`src/vga_pkg.sv`:
```
// package for the video gate array register front end
package vga_pkg;
  localparam logic [15:0] ADDR_MODE = 16'h03D8;
  localparam logic [15:0] ADDR_COLOUR = 16'h03D9;
  localparam logic [15:0] ADDR_INDEX = 16'h03DA;
  localparam logic [15:0] ADDR_PEN_CLR = 16'h03DB;
  localparam logic [15:0] ADDR_PEN_SET = 16'h03DC;
  localparam logic [15:0] ADDR_DATA = 16'h03DE;
  localparam logic [15:0] ADDR_PAGE = 16'h03DF;
  localparam logic [4:0] IDX_MASK = 5'h01;
  localparam logic [4:0] IDX_BORDER = 5'h02;
  localparam logic [4:0] IDX_EXT = 5'h03;
  localparam logic [4:0] IDX_PAL_BASE = 5'h10;
  localparam int ST_INACTIVE = 0;
  localparam int ST_PEN_SET = 1;
  localparam int ST_PEN_SW = 2;
  localparam int ST_VRETRACE = 3;
  localparam int PG_DISP_LSB = 0;
  localparam int PG_CPU_LSB = 3;
  localparam int PG_MODE_LSB = 6;
  localparam logic [7:0] RESET_BYTE = 8'h00;
  localparam logic [19:0] WINDOW_BASE = 20'hB8000;
  localparam logic [19:0] WINDOW_END = 20'hBFFFF;

  typedef struct packed {
    logic blink;
    logic dots640;
    logic videoEn;
    logic mono;
    logic graphics;
    logic hiResClk;
  } vga_mode_s;

  typedef struct packed {
    logic colourSet;
    logic fgIntens;
    logic [3:0] background;
  } vga_colour_s;

  typedef struct packed {
    logic sixteenColour;
    logic fourColourHi;
    logic borderEn;
  } vga_ext_s;

  typedef struct packed {
    logic [1:0] addrMode;
    logic [2:0] cpuPage;
    logic [2:0] dispPage;
  } vga_page_s;
endpackage

```
`src/vga_regs.sv`:
```
// video gate array register front end on the host i/o and memory bus
`timescale 1ns/100ps
`default_nettype none
// What this block does
// - writing the index port selects which array register data writes update
// - reading the index port returns four status bits, bits 4-7 zero
// - any access to the clear port clears the pen latch while the synchronised pen trigger is low
// - any access to the preset port sets the pen latch
// - array register 01 holds a four-bit palette mask gating colour index
// - array register 02 holds border colour blue, green, red, intensity
// - array register 03 holds border enable, four-colour hi-res, sixteen-colour
// - array registers 10 to 1F are sixteen four-bit palette entries
// - mode register bits 0-2: hi-res clock, graphics, black-and-white
// - mode register bits 3-5: video enable, 640-dot graphics, blink
// - colour register bits 0-3 give background colour
// - colour register bit 4 foreground intensity, bit 5 colour set
// - page register holds display page bits 0-2, processor page 3-5
// - page register bits 6-7 give the video address mode
// - host memory accesses reach video only through the fixed window
module vga_regs
  import vga_pkg::*;
#(
  parameter int NUM_PAL = 16
) (
  input wire logic clk,
  input wire logic rst,
  input wire logic ioWr,
  input wire logic ioRd,
  input wire logic [15:0] ioAddr,
  input wire logic [7:0] ioWrData,
  output logic [7:0] ioRdData,
  output logic ioRdHit,
  input wire logic memReq,
  input wire logic [19:0] memAddr,
  output logic memHit,
  output logic [16:0] memOffset,
  output logic [2:0] cpuPage,
  input wire logic displayInactive,
  input wire logic vertRetrace,
  input wire logic penTrigger,
  input wire logic penSwitch,
  input wire logic [3:0] pixelIndex,
  output logic [3:0] paletteColour,
  output vga_mode_s modeOut,
  output vga_colour_s colourOut,
  output vga_ext_s extOut,
  output vga_page_s pageOut,
  output logic [3:0] borderColour
);
  function automatic logic isPort(input logic [15:0] a, input logic [15:0] p);
    return a == p;
  endfunction

  function automatic logic isIdx(input logic [4:0] a, input logic [4:0] p);
    return a == p;
  endfunction

  vga_mode_s mode_r;
  vga_colour_s colour_r;
  vga_ext_s ext_r;
  vga_page_s page_r;
  logic [4:0] index_r;
  logic [3:0] palMask_r;
  logic [3:0] border_r;
  logic [3:0] pal_r [NUM_PAL];
  logic penLatch_r;
  logic [7:0] rdData_r;
  logic inSync1_r;
  logic inSync2_r;
  logic reSync1_r;
  logic reSync2_r;
  logic pnSync1_r;
  logic pnSync2_r;
  logic swSync1_r;
  logic swSync2_r;
  vga_mode_s mode_nxt;
  vga_colour_s colour_nxt;
  vga_ext_s ext_nxt;
  vga_page_s page_nxt;
  logic [4:0] index_nxt;
  logic [3:0] palMask_nxt;
  logic [3:0] border_nxt;
  logic penLatch_nxt;
  logic [7:0] rdData_nxt;
  logic [3:0] palColour_nxt;
  logic [3:0] palColour_r;

  // i/o port decode
  wire logic anyAcc = ioWr | ioRd;
  wire logic wrMode = ioWr & isPort(ioAddr, ADDR_MODE);
  wire logic wrColour = ioWr & isPort(ioAddr, ADDR_COLOUR);
  wire logic wrIndex = ioWr & isPort(ioAddr, ADDR_INDEX);
  wire logic wrData = ioWr & isPort(ioAddr, ADDR_DATA);
  wire logic wrPage = ioWr & isPort(ioAddr, ADDR_PAGE);
  wire logic penClr = anyAcc & isPort(ioAddr, ADDR_PEN_CLR);
  wire logic penSet = anyAcc & isPort(ioAddr, ADDR_PEN_SET);
  wire logic rdMode = isPort(ioAddr, ADDR_MODE);
  wire logic rdColour = isPort(ioAddr, ADDR_COLOUR);
  wire logic rdStatus = isPort(ioAddr, ADDR_INDEX);
  wire logic rdPage = isPort(ioAddr, ADDR_PAGE);
  wire logic rdHit = ioRd & (rdMode | rdColour | rdStatus | rdPage);
  wire logic palSel = index_r[4];
  wire logic [3:0] palIdx = index_r[3:0];
  // data writes use the loaded index
  wire logic wrMask = wrData & isIdx(index_r, IDX_MASK);
  wire logic wrBorder = wrData & isIdx(index_r, IDX_BORDER);
  wire logic wrExt = wrData & isIdx(index_r, IDX_EXT);
  wire logic [3:0] maskedIdx = pixelIndex & palMask_r;
  logic [7:0] statusByte;
  logic [7:0] rdMux;

  always_comb begin
    statusByte = RESET_BYTE;
    statusByte[ST_INACTIVE] = inSync2_r;
    statusByte[ST_PEN_SET] = penLatch_r;
    statusByte[ST_PEN_SW] = swSync2_r;
    statusByte[ST_VRETRACE] = reSync2_r;
  end

  always_comb begin
    rdMux = RESET_BYTE;
    if (rdMode) begin
      rdMux = {2'b00, mode_r};
    end else if (rdColour) begin
      rdMux = {2'b00, colour_r};
    end else if (rdStatus) begin
      rdMux = statusByte;
    end else if (rdPage) begin
      rdMux = page_r;
    end
  end

  // pin inputs through two flops
  always_ff @(posedge clk) begin
    if (rst) begin
      inSync1_r <= 1'b0;
      inSync2_r <= 1'b0;
      reSync1_r <= 1'b0;
      reSync2_r <= 1'b0;
      pnSync1_r <= 1'b0;
      pnSync2_r <= 1'b0;
      swSync1_r <= 1'b0;
      swSync2_r <= 1'b0;
    end else begin
      inSync1_r <= displayInactive;
      inSync2_r <= inSync1_r;
      reSync1_r <= vertRetrace;
      reSync2_r <= reSync1_r;
      pnSync1_r <= penTrigger;
      pnSync2_r <= pnSync1_r;
      swSync1_r <= penSwitch;
      swSync2_r <= swSync1_r;
    end
  end

  assign mode_nxt = wrMode ? vga_mode_s'(ioWrData[5:0]) : mode_r;
  assign colour_nxt = wrColour ? vga_colour_s'(ioWrData[5:0]) : colour_r;
  assign index_nxt = wrIndex ? ioWrData[4:0] : index_r;
  assign page_nxt = wrPage ? vga_page_s'(ioWrData) : page_r;

  assign palMask_nxt = wrMask ? ioWrData[3:0] : palMask_r;
  assign border_nxt = wrBorder ? ioWrData[3:0] : border_r;
  assign ext_nxt = wrExt ? vga_ext_s'(ioWrData[4:2]) : ext_r;

  assign penLatch_nxt = penSet | pnSync2_r | (penLatch_r & ~penClr);
  // read data held until the next hit
  assign rdData_nxt = rdHit ? rdMux : rdData_r;
  assign palColour_nxt = pal_r[maskedIdx];

  always_ff @(posedge clk) begin
    if (rst) begin
      mode_r <= '0;
    end else begin
      mode_r <= mode_nxt;
    end
  end

  always_ff @(posedge clk) begin
    if (rst) begin
      colour_r <= '0;
    end else begin
      colour_r <= colour_nxt;
    end
  end

  always_ff @(posedge clk) begin
    if (rst) begin
      index_r <= '0;
    end else begin
      index_r <= index_nxt;
    end
  end

  always_ff @(posedge clk) begin
    if (rst) begin
      page_r <= '0;
    end else begin
      page_r <= page_nxt;
    end
  end

  always_ff @(posedge clk) begin
    if (rst) begin
      palMask_r <= '0;
    end else begin
      palMask_r <= palMask_nxt;
    end
  end

  always_ff @(posedge clk) begin
    if (rst) begin
      border_r <= '0;
    end else begin
      border_r <= border_nxt;
    end
  end

  always_ff @(posedge clk) begin
    if (rst) begin
      ext_r <= '0;
    end else begin
      ext_r <= ext_nxt;
    end
  end

  always_ff @(posedge clk) begin
    if (rst) begin
      penLatch_r <= 1'b0;
    end else begin
      penLatch_r <= penLatch_nxt;
    end
  end

  // read data register
  always_ff @(posedge clk) begin
    if (rst) begin
      rdData_r <= RESET_BYTE;
    end else begin
      rdData_r <= rdData_nxt;
    end
  end

  // registered palette lookup
  always_ff @(posedge clk) begin
    if (rst) begin
      palColour_r <= '0;
    end else begin
      palColour_r <= palColour_nxt;
    end
  end

  generate
    for (genvar g = 0; g < NUM_PAL; g++) begin : g_pal
      wire logic palHit = wrData && palSel && palIdx == 4'(g);
      always_ff @(posedge clk) begin
        if (rst) begin
          pal_r[g] <= '0;
        end else if (palHit) begin
          pal_r[g] <= ioWrData[3:0];
        end
      end
    end
  endgenerate

  assign ioRdData = rdData_r;
  assign ioRdHit = rdHit;

  // fixed host window, page chosen by bit 0 of the processor page field
  assign memHit = memReq && memAddr >= WINDOW_BASE && memAddr <= WINDOW_END;
  assign memOffset = {page_r.cpuPage[0], memAddr[15:0]};
  assign cpuPage = page_r.cpuPage;

  assign paletteColour = palColour_r;
  assign modeOut = mode_r;
  assign colourOut = colour_r;
  assign extOut = ext_r;
  assign pageOut = page_r;
  assign borderColour = border_r;
endmodule
`default_nettype wire

```
`config.mk`:
```
export PLATFORM = sky130hd
export DESIGN_NAME = vga_regs
export DESIGN_NICKNAME = d
export VERILOG_FILES = /design/src/vga_pkg.sv /design/src/vga_regs.sv
export SDC_FILE = /design/constraint.sdc
export NUM_CORES = 1
export LEC_CHECK = 0
export BUFFER_PORTS_ARGS = -buffer_cell sky130_fd_sc_hd__buf_2
export CAP_MARGIN = 20
export CORE_UTILIZATION = 54
export DETAILED_ROUTE_END_ITERATION = 7
export GPL_TIMING_DRIVEN = 0
export PLACE_DENSITY = 0.78
export SYNTH_ARGS = -nofsm -noshare
export SYNTH_HDL_FRONTEND = slang
export SYNTH_SLANG_ARGS = --single-unit
```
`constraint.sdc`:
```
create_clock -name clk -period 3.3 [get_ports clk]
set_clock_uncertainty 0.15 [all_clocks]
set_input_delay 0.66 -clock clk [delete_from_list [all_inputs] [get_ports clk]]
set_output_delay 0.66 -clock clk [all_outputs]
set_load 0.01 [all_outputs]
```
## Word level (Yosys, flattened, before mapping)

Memory sizes are Yosys's and may differ from the RTL's. A register that Yosys moved wholly into a read port is not among the register bits.
Index checks and enable logic that the tools add are counted.

| cells by class | value |
|---|---|
| reduce and logical (&&, ||, !) cells | 20 |
| add/sub/neg operators | 0 |
| shift operators | 0 |
| div/mod/pow operators | 0 |
| $mul | 0 |
| eq/ne operators | 25 |
| multiplexer cells | 70 |
| bitwise operators | 36 |
| $lt $le $gt $ge | 2 |

Operators by type and width:

| kind | number |
|---|---|
| equality test 16 x 10 -> 1 bit (second input constant) | 7 |
| two-way mux 4 bit | 16 |
| two-way mux 1 bit | 50 |
| equality test 4 bit (second input constant) | 8 |
| two-way mux 8 bit | 4 |
| OR 1 bit | 22 |
| greater-or-equal comparator 20 bit (second input constant) | 1 |
| <= comparator 20 bit (second input constant) | 1 |
| logical AND 1 bit | 19 |
| equality test 4 x 3 -> 1 bit (second input constant) | 4 |
| bitwise AND 1 bit | 12 |
| equality test 5 x 2 -> 1 bit (second input constant) | 2 |
| equality test 4 x 2 -> 1 bit (second input constant) | 2 |
| equality test 5 x 1 -> 1 bit (second input constant) | 1 |
| bitwise AND 4 bit | 1 |
| equality test 4 x 1 -> 1 bit (second input constant) | 1 |
| zero test 4 bit | 1 |
| inverter 1 bit | 1 |

| storage, ports and cells | value |
|---|---|
| latch bits | 0 |
| bits in writable memories | 64 |
| bits in read-only memories | 0 |
| flip-flop bits (word level) | 53 |
| word-level logic and storage cells | 182 |
| input bits | 57 |
| output and inout port bits | 61 |
| memories kept | 1 |

Memory list:

| memory | depth | width | rd ports | clocked after Yosys merged registers in | write ports | line | source |
|---|---|---|---|---|---|---|---|
| pal_r | 16 | 4 | 1 | 1 | 16 | vga_regs.sv:65 | `logic [3:0] pal_r [NUM_PAL];` |

## Logic depth before layout (Yosys ltp)

| logic depth | value |
|---|---|
| depth after elaboration | 8 |
| mapped depth | 7 |
| depth with buffers taken out | 5 |

## Least setup slack after synthesis

No wires, ideal clock.

| timing | value |
|---|---|
| path kind | input -> output |
| from | input port ioAddr[12] |
| to | output port ioRdHit |
| arrival time | 2.270 ns |
| cell stages on the path | 5 |
| path slack | 0.220 ns |
| data required time | 2.490 ns |
| path buffers | 2 |
| path through | or4b_1 > or4_1 > buf_6 > nor3b_2 > buf_2 |

| on the way | value |
|---|---|
| cells in the longest elaborated chain, start to end | 5 |
| elaborated cells between the ends (all ways) | 8 |
| classes of those cells | eq/ne: 4; bitwise: 4 |

Ends and longest elaborated chain:

| item | line | source |
|---|---|---|
| from (decl) | vga_regs.sv:29 | `input wire logic [15:0] ioAddr,` |
| equality test 16 x 10 -> 1 bit | vga_regs.sv:51 | `return a == p;` |
| OR 1 bit (2 in a row) | vga_regs.sv:101 | `wire logic rdHit = ioRd & (rdMode \| rdColour \| rdStatus \| rdPage);` |
| OR 1 bit * | vga_regs.sv:101 |  |
| bitwise AND 1 bit * | vga_regs.sv:101 |  |
| to (decl) | vga_regs.sv:32 | `output logic ioRdHit,` |

Mark *: on every way between the ends. The rest lies on a longest branch, timed or not.

## Final worst setup path

Same ends and word-level chain as after synthesis.

==> results.md <==
* Switching power total at 0.809 mW
* Cell taking the most area after synthesis: edfxtp_1
* Max Cap Viol at 0
* Sequential element share of the synthesized area at 56.3%
* Critical-path maximum fanout at 9
* Remaining max-slew budget at the tightest pin at 39.0%
* Initial drt markers at 305
* Total routing usage reported by global routing at 28.4%
* Post-synthesis share of cell area spent on xor and xnor gates at 0.161%
* Number of antenna violations at the first check in global routing at 0
* Clock Tree Buf Depth at 2
* Combinational cell fraction of total power at 4.9%
* Synth cell count leaders: nor2_1 (112), edfxtp_1 (64), dfxtp_1 (57), mux2i_1 (36), nand2_1 (29)
* Adder-cell share of the synthesized area at 0%
* R2r worst-path depth at 5
* Hold Startpoint: displayInactive
* Antenna cells at 0
* Achievable Freq at 312 MHz
* Core utilization of the finished layout at 68.6%
* Launching point of the worst reg2reg path: index_r[1]
* Number of cells produced by synthesis at 479
* # port buffers at 100
* Final cell count without fillers at 747
* Die width at 102 um
* Layout overhead on the synthesized area at 23.3%
* Run status: finished clean
* Boundary Pins at 118
* Leakage power figure at 2.59 nW
* Overall die height at 102 um
* Power Internal at 2.78 mW
* Clock root buffer master: clkbuf_8
* Internal reg-to-reg setup slack at 910 ps
* Hpwl dp at 10.0 mm
* Deepest level of the CTS H-tree at 4
* Clk_lat worst skew at 520 ps
* Clock slew at the register clock pins of the worst setup and hold paths at 60 ps
* Area of the core at 0.00977 mm2
* Number of synthesized flops with an enable pin at 64
* Total via count in the routed design at 4284
* Final count of negative-setup-slack endpoints at 0
* Routed wire length at 14.1 mm
* Nets at 658
* Share of the synthesized area in compound gates (AO/OA/AOI/OAI) at 7.57%
* Post-DR vias/cell at 5.73
* Post-CTS Hold Buffers at 0
* Clock share of power at 49.5%
* Fraction of final layout cells with drive strength greater than 1 at 29.5%
* Final Critical Period at 3210 ps
* Mean instance size in the synthesized netlist at 11.4 um2
* Final period util at 97.3%
* Post-Place Cells at 712
* Share of power burned in registers at 45.6%
* Ys flop type: edfxtp_1
* Worst Hold Slack at 199 ps
* Cell area power density at 535 mW/mm2
* Arrival time at the worst endpoint at 2400 ps
* Post-synthesis instance area at 0.00544 mm2
* Synth warnings at 0
* Reg-to-Reg End: extOut[2]
* Initial DRT Pass Iterations at 7
* Final Hold Fails at 0
* Area of the die at 0.0105 mm2
* Pin count of the biggest net entering global routing at 17
* Min-Delay Path Class: in2reg
* Maximum ir drop on the vdd rail at 339 uV
* Worst-margin pin slew at 902 ps
* Clock buffer count from CTS at 17
* Post-synthesis cell type count at 43
* Routed wire length per instance at 18.9 um
* Share of flip-flops with an asynchronous set or reset after synthesis at 0%
* Final max-slew violation count at 0
* Category of the critical setup timing path: in2out
* Count leader, synth: nor2_1
* Most area-consuming cells after synthesis: edfxtp_1 (35%), dfxtp_1 (21%), nor2_1 (7.7%)
* Synthesized netlist net count at 536
* CTS tree: built
* Flip-flop and latch count after synthesis at 121
* Mux cell area share after synthesis at 13.7%
* Post-detailed-route DRC marker count at 0
* Synth top area share at 35.3%
* Site row count at 36
* Required time reported for the critical path endpoint at 2490 ps
* Worst hold path depth at 2
* Combinational family with the most area after synthesis: simple AND/OR/NAND/NOR gates
* Final Instance Area at 0.00671 mm2
* Cell Area, Placed at 0.00611 mm2
* Sort of element at the end of the critical path: output port
* Hold-critical path endpoint: inSync1_r
* Antenna viol nets, final at 0
* Initial core utilization at 55.6%
* Proportion of total power due to net switching at 22.5%
* Total gr overflow at 0
* Placer Congestion at 0.864
* Sink count of the clock tree at 121
* Startpoint type of the worst setup path: primary input
* Simple-gate area share of the yosys netlist at 17.5%
* Global-route wire length before repair at 21.3 mm
* Via count of the first global-routing pass at 4132
worst max-delay path by stage:
stage	startpoint	endpoint	slack [ps]	cells past startpoint
2_1_floorplan	ioAddr[12]	ioRdHit	220	5
5_1_grt	ioAddr[5]	ioRdHit	-20	7
6_report	ioAddr[12]	ioRdHit	90	7
4_1_cts	ioAddr[12]	ioRdHit	40	7
3_3_place_gp	ioAddr[12]	ioRdHit	-170	7
3_5_place_dp	ioAddr[12]	ioRdHit	-190	7
what timing repair did:
action                                  4_1_cts  5_1_grt
setup buffers                                 1        2
endpoints found under the setup margin        1        1
endpoints found under the hold margin         0        0
pin swaps                                     1        0
resized for setup                             2        1
logic make-up (layout without fill, tap and decap cells):
group	count (synthesis)	after routing
AND/OR/NAND/NOR	197	197
multiplexers	54	54
XOR/XNOR	1	1
flip-flops	121	121
buffers and inverters	47	182
AO/OA/AOI/OAI	59	59
final cells by class:
type	count	area, um2
Fill cell	747	3070
Buffer	47	268
Multi-Input combinational cell	311	2120
Clock inverter	13	146
Clock buffer	19	422
Sequential cell	121	3060
Timing Repair Buffer	103	523
Tap cell	133	166
routing by layer:
metal | routed length, um | GRT usage [%]
met5 | 22 | 0
met4 | 563 | 16.8
met3 | 1210 | 5.47
met2 | 7120 | 47.2
met1 | 5230 | 34.4
power by group through the flow:
| stage | combinational [mW] | clock (mW) | sequential, mW |
|---|---|---|---|
| final | 0.175 | 1.78 | 1.64 |
| after global placement | 0.168 | 0 | 1.66 |
| after global routing | 0.190 | 1.84 | 1.64 |
| after CTS | 0.175 | 1.77 | 1.64 |
| after floorplan | 0.101 | 0 | 1.66 |
| after detailed placement | 0.173 | 0 | 1.67 |
cell usage in the layout, fill, tap and decap left out, drive strengths merged, types with 2 or more instances in the layout:
cell      netlist  layout
buf            24     127
clkinv          0       7
clkinvlp        0       2
a211oi          2       2
inv             0       2
nor2          112     112
nor3b           2       2
o21bai         20      20
nor2b          14      14
clkbuf         23      42
dfxtp          57      57
edfxtp         64      64
nand4           6       6
nand2          29      29
nor3            4       4
mux2i          36      36
mux2            2       2
nand3           5       5
nand2b          6       6
and2            3       3
nand3b          3       3
bufinv          0       2
a32oi           2       2
a21o            4       4
a21oi          13      13
mux4           16      16
a22o            4       4
nor4            4       4
nor4b           2       2
a31oi           4       4
a22oi           8       8
or2             2       2
state kept, by name, summed over array words and instances, names as in the netlist, 3 cells and up:
register / flops
palMask_r: 4
borderColour: 4
cpuPage: 3
ioRdData: 8
colourOut: 6
extOut: 3
index_r: 5
modeOut: 6
pal_r: 64
paletteColour: 4
pageOut: 5
stage by stage:
stage	power, mW	setup WS (ps)	TNS, ps
floorplan	1.76	220	0
global placement	1.83	-165	-165
detailed placement	1.84	-186	-186
CTS	3.58	37.8	0
global route	3.67	-15.8	-15.8
finish	3.59	90.4	0
worst max-delay path, cell delays in order:
cell and delay (ps):
buf_2 100, or4b_1 520, or4_1 440, buf_6 180, nor3b_4 240, buf_6 130, buf_2 120
No activity file was read; power rests on OpenSTA's default activity.
